==> src/hdl/ssir_pkg.sv <==
package ssir_pkg;

    // ----------------------------------------------------------------
    // register offsets (byte addresses)
    // ----------------------------------------------------------------
    localparam logic [7:0] OFS_IRQ_ENABLE_CLEAR = 8'h00;
    localparam logic [7:0] OFS_IRQ_ENABLE_SET = 8'h04;
    localparam logic [7:0] OFS_IRQ_FLAGS = 8'h08;
    localparam logic [7:0] OFS_POWER_CLOCK_STATUS = 8'h0C;
    localparam logic [7:0] OFS_CRYSTAL_OSC_CTRL = 8'h10;
    localparam logic [7:0] OFS_CRYSTAL_32K_CTRL = 8'h14;
    localparam logic [7:0] OFS_INTERNAL_32K_CTRL = 8'h18;
    localparam logic [7:0] OFS_ULTRALOW_32K_CTRL = 8'h1C;
    localparam logic [7:0] OFS_INTERNAL_8M_CTRL = 8'h20;
    localparam logic [7:0] OFS_FLL_CONTROL = 8'h24;
    localparam logic [7:0] OFS_FLL_VALUE = 8'h28;
    localparam logic [7:0] OFS_FLL_MULTIPLIER = 8'h2C;
    localparam logic [7:0] OFS_FLL_SYNC_REQUEST = 8'h30;
    localparam logic [7:0] OFS_IO_BROWNOUT_CONTROL = 8'h34;
    localparam logic [7:0] OFS_CORE_BROWNOUT_CONTROL = 8'h38;

    // ----------------------------------------------------------------
    // field layout
    // ----------------------------------------------------------------
    localparam int IRQ_W = 18;
    localparam int BIT_LOOP_READY = 4;
    localparam int BIT_IO_BOD_SYNC_READY = 11;
    localparam int BIT_CORE_BOD_SYNC_READY = 14;
    localparam int BIT_FLL_ENABLE = 1;
    localparam int BIT_READ_REQUEST = 7;
    localparam logic [IRQ_W-1:0] IRQ_IMPL_MASK = 18'h3CFFF;
    localparam logic [IRQ_W-1:0] STATUS_INTERNAL_MASK = 18'h04810;
    localparam logic [IRQ_W-1:0] STATUS_RST = 18'h04810;
    localparam logic [15:0] MASK16 = 16'hFFFF;
    localparam logic [7:0] MASK8 = 8'hFF;

    // ----------------------------------------------------------------
    // reset values and timing
    // ----------------------------------------------------------------
    localparam logic [31:0] CTRL_RST = 32'h00000000;
    localparam int SYNC_CYCLES_DEF = 6;

    // ----------------------------------------------------------------
    // carriers
    // ----------------------------------------------------------------
    typedef struct packed {
        logic [15:0] crystal_osc;
        logic [15:0] crystal_32k;
        logic [31:0] internal_32k;
        logic [7:0] ultralow_32k;
        logic [31:0] internal_8m;
    } ssir_osc_cfg_t;

    typedef struct packed {
        logic [15:0] control;
        logic [31:0] value;
        logic [31:0] multiplier;
    } ssir_fll_cfg_t;

    typedef struct packed {
        logic [31:0] io_ctrl;
        logic [31:0] core_ctrl;
    } ssir_bod_cfg_t;

endpackage

==> src/hdl/ssir_sync_timer.sv <==
`timescale 1ns/1ps
module ssir_sync_timer #(
    parameter int CYCLES = 6
) (
    input wire logic i_core_clk,
    input wire logic i_rst_n,
    input wire logic i_start,
    output logic o_busy,
    output logic o_done
);
    localparam int CW = $clog2(CYCLES + 1);
    localparam logic [CW-1:0] LOAD = CW'(CYCLES);
    localparam logic [CW-1:0] ONE = CW'(1);

    logic [CW-1:0] cnt_q;
    logic [CW-1:0] cnt_d;

    // ----------------------------------------------------------------
    // crossing latency model: busy for CYCLES clocks, done on the last
    // ----------------------------------------------------------------
    assign o_busy = (cnt_q != '0);
    assign o_done = (cnt_q == ONE);
    assign cnt_d = i_start ? LOAD : (o_busy ? cnt_q - ONE : cnt_q);

    // counter; a start while busy restarts the window
    always_ff @(posedge i_core_clk or negedge i_rst_n) begin
        if (!i_rst_n) begin
            cnt_q <= '0;
        end else begin
            cnt_q <= cnt_d;
        end
    end
endmodule

==> src/hdl/ssir_top.sv <==
// Functional notes
// - all enabled requests ORed into one line
// - loop writes ignored while loop ready low
// - loop ready rising edge raises its interrupt
// - read request bit starts loop read sync
// - unrequested loop read starts sync, stalls bus
// - disabled loop reads complete without stalling
// - brown-out accesses pass a delayed synchronizer
// - brown-out write clears then sets sync ready
// - brown-out write during sync stalls the bus
// - read of busy brown-out register stalls
// - stalled access completes after earlier sync
// - sync ready visible in status and interrupt
// - request held while flag and enable set
// - enable set and clear registers, write one
`timescale 1ns/1ps
module ssir_top #(
    parameter int SYNC_CYCLES = ssir_pkg::SYNC_CYCLES_DEF
) (
    input wire logic i_core_clk,
    input wire logic i_rstn,
    input wire logic i_psel,
    input wire logic i_penable,
    input wire logic i_pwrite,
    input wire logic [7:0] i_paddr,
    input wire logic [31:0] i_pwdata,
    input wire logic [ssir_pkg::IRQ_W-1:0] i_raw_status,
    output logic o_pready,
    output logic [31:0] o_prdata,
    output logic o_pslverr,
    output logic o_irq,
    output ssir_pkg::ssir_osc_cfg_t o_osc_cfg,
    output ssir_pkg::ssir_fll_cfg_t o_fll_cfg,
    output ssir_pkg::ssir_bod_cfg_t o_bod_cfg
);
    typedef enum logic [2:0] {
        ST_IDLE = 3'b001,
        ST_WAIT = 3'b010,
        ST_DONE = 3'b100
    } ssir_state_t;

    // ----------------------------------------------------------------
    // reset release and status synchronisers
    // ----------------------------------------------------------------
    logic rst_meta_q;
    logic rst_n;
    logic [ssir_pkg::IRQ_W-1:0] stat_meta_q;
    logic [ssir_pkg::IRQ_W-1:0] stat_sync_q;

    // assert asynchronously, release on the clock
    always_ff @(posedge i_core_clk or negedge i_rstn) begin
        if (!i_rstn) begin
            rst_meta_q <= 1'b0;
            rst_n <= 1'b0;
        end else begin
            rst_meta_q <= 1'b1;
            rst_n <= rst_meta_q;
        end
    end

    // analog ready bits arrive from other domains: two flops first
    always_ff @(posedge i_core_clk or negedge rst_n) begin
        if (!rst_n) begin
            stat_meta_q <= '0;
            stat_sync_q <= '0;
        end else begin
            stat_meta_q <= i_raw_status;
            stat_sync_q <= stat_meta_q;
        end
    end

    // ----------------------------------------------------------------
    // declarations
    // ----------------------------------------------------------------
    ssir_state_t state_q;
    ssir_state_t state_d;
    ssir_pkg::ssir_osc_cfg_t osc_q;
    ssir_pkg::ssir_fll_cfg_t fll_q;
    ssir_pkg::ssir_bod_cfg_t bod_q;
    logic [ssir_pkg::IRQ_W-1:0] en_q;
    logic [ssir_pkg::IRQ_W-1:0] en_d;
    logic [ssir_pkg::IRQ_W-1:0] flag_q;
    logic [ssir_pkg::IRQ_W-1:0] flag_d;
    logic [ssir_pkg::IRQ_W-1:0] stat_prev_q;
    logic [ssir_pkg::IRQ_W-1:0] status_now;
    logic [ssir_pkg::IRQ_W-1:0] rise;
    logic rd_valid_q;
    logic rd_valid_d;
    logic irq_d;
    logic pready_d;
    logic pslverr_d;
    logic [31:0] prdata_d;

    // ----------------------------------------------------------------
    // synchronisation timers for the loop and both brown-out detectors
    // ----------------------------------------------------------------
    logic fll_start;
    logic fll_busy;
    logic fll_done;
    logic io_start;
    logic io_busy;
    logic io_done;
    logic core_start;
    logic core_busy;
    logic core_done;

    ssir_sync_timer #(.CYCLES(SYNC_CYCLES)) u_fll_sync (
        .i_core_clk(i_core_clk),
        .i_rst_n(rst_n),
        .i_start(fll_start),
        .o_busy(fll_busy),
        .o_done(fll_done)
    );

    ssir_sync_timer #(.CYCLES(SYNC_CYCLES)) u_io_bod_sync (
        .i_core_clk(i_core_clk),
        .i_rst_n(rst_n),
        .i_start(io_start),
        .o_busy(io_busy),
        .o_done(io_done)
    );

    ssir_sync_timer #(.CYCLES(SYNC_CYCLES)) u_core_bod_sync (
        .i_core_clk(i_core_clk),
        .i_rst_n(rst_n),
        .i_start(core_start),
        .o_busy(core_busy),
        .o_done(core_done)
    );

    // ----------------------------------------------------------------
    // address decode
    // ----------------------------------------------------------------
    wire acc = i_psel & i_penable;
    wire st_idle = (state_q == ST_IDLE);
    wire st_wait = (state_q == ST_WAIT);
    wire wr = i_pwrite;
    wire a_enclr = (i_paddr == ssir_pkg::OFS_IRQ_ENABLE_CLEAR);
    wire a_enset = (i_paddr == ssir_pkg::OFS_IRQ_ENABLE_SET);
    wire a_flags = (i_paddr == ssir_pkg::OFS_IRQ_FLAGS);
    wire a_stat = (i_paddr == ssir_pkg::OFS_POWER_CLOCK_STATUS);
    wire a_crystal_osc_ctrl = (i_paddr == ssir_pkg::OFS_CRYSTAL_OSC_CTRL);
    wire a_x32k = (i_paddr == ssir_pkg::OFS_CRYSTAL_32K_CTRL);
    wire a_i32k = (i_paddr == ssir_pkg::OFS_INTERNAL_32K_CTRL);
    wire a_ulp = (i_paddr == ssir_pkg::OFS_ULTRALOW_32K_CTRL);
    wire a_i8m = (i_paddr == ssir_pkg::OFS_INTERNAL_8M_CTRL);
    wire a_fctl = (i_paddr == ssir_pkg::OFS_FLL_CONTROL);
    wire a_fval = (i_paddr == ssir_pkg::OFS_FLL_VALUE);
    wire a_fmul = (i_paddr == ssir_pkg::OFS_FLL_MULTIPLIER);
    wire a_fsync = (i_paddr == ssir_pkg::OFS_FLL_SYNC_REQUEST);
    wire a_bio = (i_paddr == ssir_pkg::OFS_IO_BROWNOUT_CONTROL);
    wire a_bcore = (i_paddr == ssir_pkg::OFS_CORE_BROWNOUT_CONTROL);
    wire a_fll = a_fctl | a_fval | a_fmul;
    wire a_bod = a_bio | a_bcore;
    wire a_osc = a_crystal_osc_ctrl | a_x32k | a_i32k | a_ulp | a_i8m;
    wire mapped = a_enclr | a_enset | a_flags | a_stat | a_osc | a_fll | a_fsync | a_bod;

    // ----------------------------------------------------------------
    // stall decisions
    // ----------------------------------------------------------------
    wire loop_ready = ~fll_busy;
    wire fll_on = fll_q.control[ssir_pkg::BIT_FLL_ENABLE];
    wire bod_any_busy = io_busy | core_busy;
    wire bod_sel_busy = a_bio ? io_busy : core_busy;
    // a loop read with nothing requested must wait; disabled loop never waits
    wire s_fll_rd = a_fll & ~wr & fll_on & ~rd_valid_q;
    // any brown-out write waits out every ongoing brown-out sync
    wire s_bod_wr = a_bod & wr & bod_any_busy;
    // brown-out reads always take a sync; wait until the selected one ends
    wire s_bod_rd = a_bod & ~wr & (st_idle | bod_sel_busy);
    wire stall = s_fll_rd | s_bod_wr | s_bod_rd;
    wire commit = acc & (st_idle | st_wait) & ~stall;
    wire wcom = commit & wr;

    // loop write accepted only with loop ready high; else dropped silently
    wire fll_wr_ok = wcom & a_fll & loop_ready;
    wire rdreq = wcom & a_fsync & i_pwdata[ssir_pkg::BIT_READ_REQUEST];

    // ----------------------------------------------------------------
    // synchronisation starts
    // ----------------------------------------------------------------
    // write, explicit read request, or unrequested read all start a sync
    assign fll_start = fll_wr_ok | (rdreq & loop_ready)
        | (acc & s_fll_rd & ~fll_busy);
    // brown-out write or read kicks its detector's synchroniser
    assign io_start = (wcom & a_bio) | (acc & st_idle & a_bio & ~wr & ~io_busy);
    assign core_start = (wcom & a_bcore) | (acc & st_idle & a_bcore & ~wr & ~core_busy);

    // read data is valid once a loop sync completes; a write voids it
    assign rd_valid_d = fll_done ? 1'b1 : (fll_wr_ok ? 1'b0 : rd_valid_q);

    // ----------------------------------------------------------------
    // status and interrupt flags
    // ----------------------------------------------------------------
    // sync-ready bits low while their synchroniser runs
    assign status_now = (stat_sync_q & ~ssir_pkg::STATUS_INTERNAL_MASK)
        | ({ssir_pkg::IRQ_W{1'b0}} | ({{(ssir_pkg::IRQ_W-1){1'b0}}, loop_ready}
            << ssir_pkg::BIT_LOOP_READY))
        | ({{(ssir_pkg::IRQ_W-1){1'b0}}, ~io_busy} << ssir_pkg::BIT_IO_BOD_SYNC_READY)
        | ({{(ssir_pkg::IRQ_W-1){1'b0}}, ~core_busy} << ssir_pkg::BIT_CORE_BOD_SYNC_READY);
    // zero-to-one transitions only
    assign rise = status_now & ~stat_prev_q & ssir_pkg::IRQ_IMPL_MASK;

    function automatic logic [ssir_pkg::IRQ_W-1:0] wbits(input logic [31:0] d);
        wbits = d[ssir_pkg::IRQ_W-1:0] & ssir_pkg::IRQ_IMPL_MASK;
    endfunction

    // write one clears; a rise in the same cycle wins over the clear
    assign flag_d = (flag_q & ~((wcom & a_flags) ? wbits(i_pwdata) : '0)) | rise;
    // write one sets or clears enables; zeros leave them alone
    assign en_d = (en_q | ((wcom & a_enset) ? wbits(i_pwdata) : '0))
        & ~((wcom & a_enclr) ? wbits(i_pwdata) : '0);
    // single combined request, level while any flag and enable pair holds
    assign irq_d = |(flag_d & en_d);

    // ----------------------------------------------------------------
    // read mux and bus answer
    // ----------------------------------------------------------------
    function automatic logic [31:0] zx(input logic [ssir_pkg::IRQ_W-1:0] v);
        zx = {{(32-ssir_pkg::IRQ_W){1'b0}}, v};
    endfunction

    logic [31:0] rmux;
    assign rmux = (a_enclr | a_enset) ? zx(en_q)
        : a_flags ? zx(flag_q)
        : a_stat ? zx(status_now)
        : a_crystal_osc_ctrl ? {16'h0000, osc_q.crystal_osc}
        : a_x32k ? {16'h0000, osc_q.crystal_32k}
        : a_i32k ? osc_q.internal_32k
        : a_ulp ? {24'h000000, osc_q.ultralow_32k}
        : a_i8m ? osc_q.internal_8m
        : a_fctl ? {16'h0000, fll_q.control}
        : a_fval ? fll_q.value
        : a_fmul ? fll_q.multiplier
        : a_bio ? bod_q.io_ctrl
        : a_bcore ? bod_q.core_ctrl
        : 32'h00000000; // write-only sync request and holes read zero

    assign pready_d = commit;
    assign pslverr_d = commit & ~mapped;
    assign prdata_d = (commit & ~wr) ? rmux : 32'h00000000;

    // access sequencing: wait holds pready low, done lets penable drop
    always_comb begin
        state_d = state_q;
        unique case (state_q)
            ST_IDLE: begin
                if (acc) begin
                    state_d = stall ? ST_WAIT : ST_DONE;
                end
            end
            ST_WAIT: begin
                if (commit) begin
                    state_d = ST_DONE;
                end
            end
            ST_DONE: begin
                state_d = ST_IDLE;
            end
            default: begin
                state_d = ST_IDLE;
            end
        endcase
    end

    // ----------------------------------------------------------------
    // state registers
    // ----------------------------------------------------------------
    // bus side flops; the bus answer and o_irq leave from these
    always_ff @(posedge i_core_clk or negedge rst_n) begin
        if (!rst_n) begin
            state_q <= ST_IDLE;
            o_pready <= 1'b0;
            o_pslverr <= 1'b0;
            o_prdata <= 32'h00000000;
            o_irq <= 1'b0;
        end else begin
            state_q <= state_d;
            o_pready <= pready_d;
            o_pslverr <= pslverr_d;
            o_prdata <= prdata_d;
            o_irq <= irq_d;
        end
    end

    // interrupt state; prev starts at the internal ready levels
    always_ff @(posedge i_core_clk or negedge rst_n) begin
        if (!rst_n) begin
            en_q <= '0;
            flag_q <= '0;
            stat_prev_q <= ssir_pkg::STATUS_RST;
            rd_valid_q <= 1'b0;
        end else begin
            en_q <= en_d;
            flag_q <= flag_d;
            stat_prev_q <= status_now;
            rd_valid_q <= rd_valid_d;
        end
    end

    // oscillator controls take effect at once, no crossing needed
    always_ff @(posedge i_core_clk or negedge rst_n) begin
        if (!rst_n) begin
            osc_q <= '0;
        end else if (wcom) begin
            if (a_crystal_osc_ctrl) osc_q.crystal_osc <= i_pwdata[15:0] & ssir_pkg::MASK16;
            if (a_x32k) osc_q.crystal_32k <= i_pwdata[15:0] & ssir_pkg::MASK16;
            if (a_i32k) osc_q.internal_32k <= i_pwdata;
            if (a_ulp) osc_q.ultralow_32k <= i_pwdata[7:0] & ssir_pkg::MASK8;
            if (a_i8m) osc_q.internal_8m <= i_pwdata;
        end
    end

    // loop configuration; only written when loop ready
    always_ff @(posedge i_core_clk or negedge rst_n) begin
        if (!rst_n) begin
            fll_q <= '0;
        end else if (fll_wr_ok) begin
            if (a_fctl) fll_q.control <= i_pwdata[15:0];
            if (a_fval) fll_q.value <= i_pwdata;
            if (a_fmul) fll_q.multiplier <= i_pwdata;
        end
    end

    // brown-out prescaler controls; commit only after any sync drains
    always_ff @(posedge i_core_clk or negedge rst_n) begin
        if (!rst_n) begin
            bod_q.io_ctrl <= ssir_pkg::CTRL_RST;
            bod_q.core_ctrl <= ssir_pkg::CTRL_RST;
        end else if (wcom) begin
            if (a_bio) bod_q.io_ctrl <= i_pwdata;
            if (a_bcore) bod_q.core_ctrl <= i_pwdata;
        end
    end

    // outputs to the clock generators
    always_ff @(posedge i_core_clk or negedge rst_n) begin
        if (!rst_n) begin
            o_osc_cfg <= '0;
            o_fll_cfg <= '0;
            o_bod_cfg <= '0;
        end else begin
            o_osc_cfg <= osc_q;
            o_fll_cfg <= fll_q;
            o_bod_cfg <= bod_q;
        end
    end
endmodule

==> config.mk <==
export PLATFORM = sky130hd
export DESIGN_NAME = ssir_top
export DESIGN_NICKNAME = d
export VERILOG_FILES = /design/src/hdl/ssir_pkg.sv /design/src/hdl/ssir_sync_timer.sv /design/src/hdl/ssir_top.sv
export SDC_FILE = /design/constraint.sdc
export NUM_CORES = 1
export LEC_CHECK = 0
export BUFFER_PORTS_ARGS = -buffer_cell sky130_fd_sc_hd__buf_2
export CAP_MARGIN = 10
export CORE_ASPECT_RATIO = 0.7
export CORE_MARGIN = 2
export CORE_UTILIZATION = 60
export DETAILED_ROUTE_END_ITERATION = 7
export GPL_ROUTABILITY_DRIVEN = 0
export PLACE_DENSITY = 0.95
export SYNTH_ARGS = -nofsm -noshare
export SYNTH_HDL_FRONTEND = slang
export SYNTH_SLANG_ARGS = --single-unit
==> constraint.sdc <==
create_clock -name i_core_clk -period 45.1 [get_ports i_core_clk]
set_input_delay 4.51 -clock i_core_clk [delete_from_list [all_inputs] [get_ports i_core_clk]]
set_output_delay 4.51 -clock i_core_clk [all_outputs]
set_load 0.05 [all_outputs]
==> flow_summary.json <==
{
  "outcome": "complete, but fails checks",
  "violations": "DRC",
  "cts_tree": "yes",
  "ys_seq_area_share_pct": 70.4,
  "async_flop_share_pct": 100,
  "p_switching_uw": 272,
  "grt_pass1_vias": 15500,
  "ir_drop_mv": 0.0291,
  "synth.top_cells.by_area": "dfrtp_1, mux2_2, a222oi_1",
  "grt_antenna_before_repair": 5,
  "root_buffer": "clkbuf_16",
  "power.leakage_uw": 0.0138,
  "antenna_left": 0,
  "timing.final.hold_violations": 0,
  "synth.top_cells.by_count": "dfrtp_1, mux2_2, nand2_1, a21oi_1, a222oi_1",
  "cts_buffer_depth": 3,
  "critical_path_class": "in2reg",
  "required_ns": 45.61,
  "via_per_inst": 6.48,
  "synth.top_cell.area_share_pct": 69.9,
  "finalCritPeriodShare_pct": 17.1,
  "swShare_pct": 24.2,
  "grt_pass1_wl_mm": 95.0,
  "fmax_ghz": 0.130,
  "drtIter0Drc": 2108,
  "numPortBuffers": 342,
  "setup_tns_ns": 0,
  "powerDensity_nw_per_um2": 43.2,
  "p_clk_share_pct": 42.3,
  "grt_max_degree": 87,
  "start_util_pct": 61.3,
  "die_w_um": 234,
  "die_area_um2": 38600,
  "core_um2": 36200,
  "drc": 3,
  "rsz0062_at_grt": "false",
  "synth-edff-count": 0,
  "skew_ns": 0.0449,
  "netlist_area_um2": 22200,
  "syn_area_per_cell_um2": 15.2,
  "worstPathArrival_ns": 8.22,
  "grtUsageTotal_pct": 33.6,
  "dieHeight_um": 165,
  "cts_hold_buf": 0,
  "fin_total_pwr_uw": 1120,
  "max_slew_margin_pct": 13.8,
  "synth_seq_cells": 624,
  "end_kind": "flip-flop",
  "drive_above_1_share_pct": 40.4,
  "clkLatencyLatePin_ns": 0.61,
  "cts_sinks": 624,
  "rows": 58,
  "startpoint_type": "primary input",
  "clk_pin_slew_ns": 0.07,
  "routed_wl_mm": 64.2,
  "area_growth_pct": 17.2,
  "cts_resized": 0,
  "grt-ovfl-total": 0,
  "period_minus_slack_ns": 7.71,
  "worst_pin_slew_ns": 1.29,
  "synth_warnings": 0,
  "final_nets": 1861,
  "maxCapViolCount": 0,
  "vias": 15000,
  "critical_path.max_stage_delay_ns": 0.85,
  "numCtsBuffers": 54,
  "dr.pass1.iters": 8,
  "synth_cell_types": 74,
  "synth_area_leader_cell": "dfrtp_1",
  "synth_most_common_cell": "dfrtp_1",
  "slew_viol_final": 0,
  "slowest_stage": "o21ai_0",
  "cts_setup_buffers": 0,
  "finalSetupViolations": 0,
  "drt-wirelength-per-cell_um": 27.6,
  "seqPwrFrac_pct": 51.8,
  "hold_class": "reg2reg",
  "cp_cell_sequence": "buf_2 -> or4b_4 -> nor2_2 -> buf_4 -> a222oi_1 -> and3_1 -> o21ai_0 -> a221oi_1 -> nor3_1",
  "cp_max_fo": 22,
  "syn-num-nets": 1530,
  "p_comb_share_pct": 5.9,
  "h-tree-depth": 2,
  "power.internal_uw": 852,
  "postSynthCellCount": 1460,
  "place_hpwl_mm": 40.9,
  "dominantRegCellSynth": "dfrtp_1",
  "ios": 346,
  "nFillCells": 2139
}
## flip-flops by register name, indices dropped and copies added (netlist names)
signal / count
stat_sync_q: 15
u_core_bod_sync.cnt_q: 3
fll_q: 79
rst_n: 1
o_prdata: 32
flag_q: 16
state_q: 3
o_bod_cfg: 64
en_q: 16
u_fll_sync.cnt_q: 3
o_irq: 1
u_io_bod_sync.cnt_q: 3
o_osc_cfg: 104
o_pslverr: 1
o_pready: 1
stat_prev_q: 16
bod_q: 64
rd_valid_q: 1
osc_q: 104
o_fll_cfg: 80
rst_meta_q: 1
fll_on: 1
stat_meta_q: 15
## power groups by stage
stage	combinational, uW	sequential [uW]	clock [uW]
2_1_floorplan	28.1	606	0
3_3_place_gp	59.4	591	0
3_5_place_dp	63.9	592	0
4_1_cts	64.9	582	479
5_1_grt	72.1	583	503
6_report	66.4	582	475
## path summary, 6_finish.rpt
| check | from | end | slack (ns) | cells after the start |
|---|---|---|---|---|
| max in group asynchronous | rst_n | o_fll_cfg[12] | 41.27 | 3 |
| hold reg to reg | stat_meta_q[2] | stat_sync_q[2] | 0.35 | 0 |
| setup reg to reg | u_io_bod_sync.cnt_q[0] | bod_q[58] | 41.01 | 9 |
| setup / recovery | i_paddr[2] | o_prdata[9] | 37.39 | 9 |
| hold / removal | stat_meta_q[2] | stat_sync_q[2] | 0.35 | 0 |
| min in group asynchronous | rst_n | en_q[6] | 0.42 | 0 |
## per-layer routing
layer	share of wire, %	GRT usage [%]	wire length (um)	vias up
li1	-	-	-	5975
met1	37	44.0	23900	7696
met2	46	50.6	29400	1119
met3	12	11.8	7970	250
met4	4.5	16.0	2920	2
met5	0.011	0	7	-
## area by class of cell
cell class | count | area, um^2 | area share (%)
clock inverter | 32 | 334 | 1.28
inverter | 21 | 78.8 | 0.303
multi-input combinational | 730 | 6010 | 23.1
tap | 480 | 601 | 2.31
timing repair buffer | 360 | 1850 | 7.10
sequential | 624 | 15600 | 60.1
antenna | 6 | 15.0 | 0.0577
clock buffer | 69 | 1490 | 5.73
## critical path, delay by kind of cell
kind            cells  cell delay [ns]
buf+inv             2             0.75
simple gates        4             1.77
compound gates      3             1.17
## cell usage in the layout (no fill, tap or decap), types with 6 or more instances in the layout
cell | Yosys | layout
a31oi_1 | 12 | 12
nand2_2 | 7 | 8
a22oi_1 | 15 | 15
clkbuf_1 | 35 | 8
o21ai_0 | 33 | 33
a221oi_1 | 12 | 12
ha_1 | 7 | 7
diode_2 | 0 | 6
a22o_1 | 9 | 9
clkbuf_8 | 0 | 6
nor3_1 | 11 | 11
nor2_1 | 33 | 29
nand3_1 | 12 | 12
o22ai_1 | 28 | 28
clkinv_2 | 0 | 11
clkbuf_16 | 0 | 55
nand2_1 | 73 | 72
a21boi_0 | 9 | 9
o221ai_1 | 11 | 11
a211o_1 | 7 | 7
nand2b_1 | 12 | 12
a222oi_1 | 37 | 37
a21oi_1 | 61 | 61
mux2_2 | 246 | 246
buf_2 | 19 | 342
dfrtp_1 | 620 | 619
inv_1 | 21 | 21
clkinvlp_4 | 0 | 6
buf_4 | 17 | 18
## kinds of logic (layout without fill, tap and decap cells)
family | Yosys count | after routing | share of synthesized area [%]
DFF | 624 | 624 | 70.4
adders and majority gates | 7 | 7 | 0.395
xor gates and xnor gates | 1 | 1 | 0.0395
AOI/OAI and AO/OA | 272 | 272 | 8.81
and+or+nand+nor | 193 | 193 | 4.69
muxes | 256 | 256 | 13.0
buffers and inverters | 106 | 482 | 2.68
other | 1 | 7 | 0.0169
## through the flow
stage	instances	hold WS, ns	setup slack, ns	instance area [um^2]	util (%)
after floorplan	1460	0.331	26.43	22200	-
after global placement	2215	0.334	37.09	24200	66.7
after detailed placement	2215	0.335	37.01	24200	66.7
after CTS	2316	0.350	37.59	26000	71.8
after global routing	2319	0.358	37.38	26000	71.8
final	2322	0.350	37.39	26000	71.8
(Power assumes the default switching activity.)
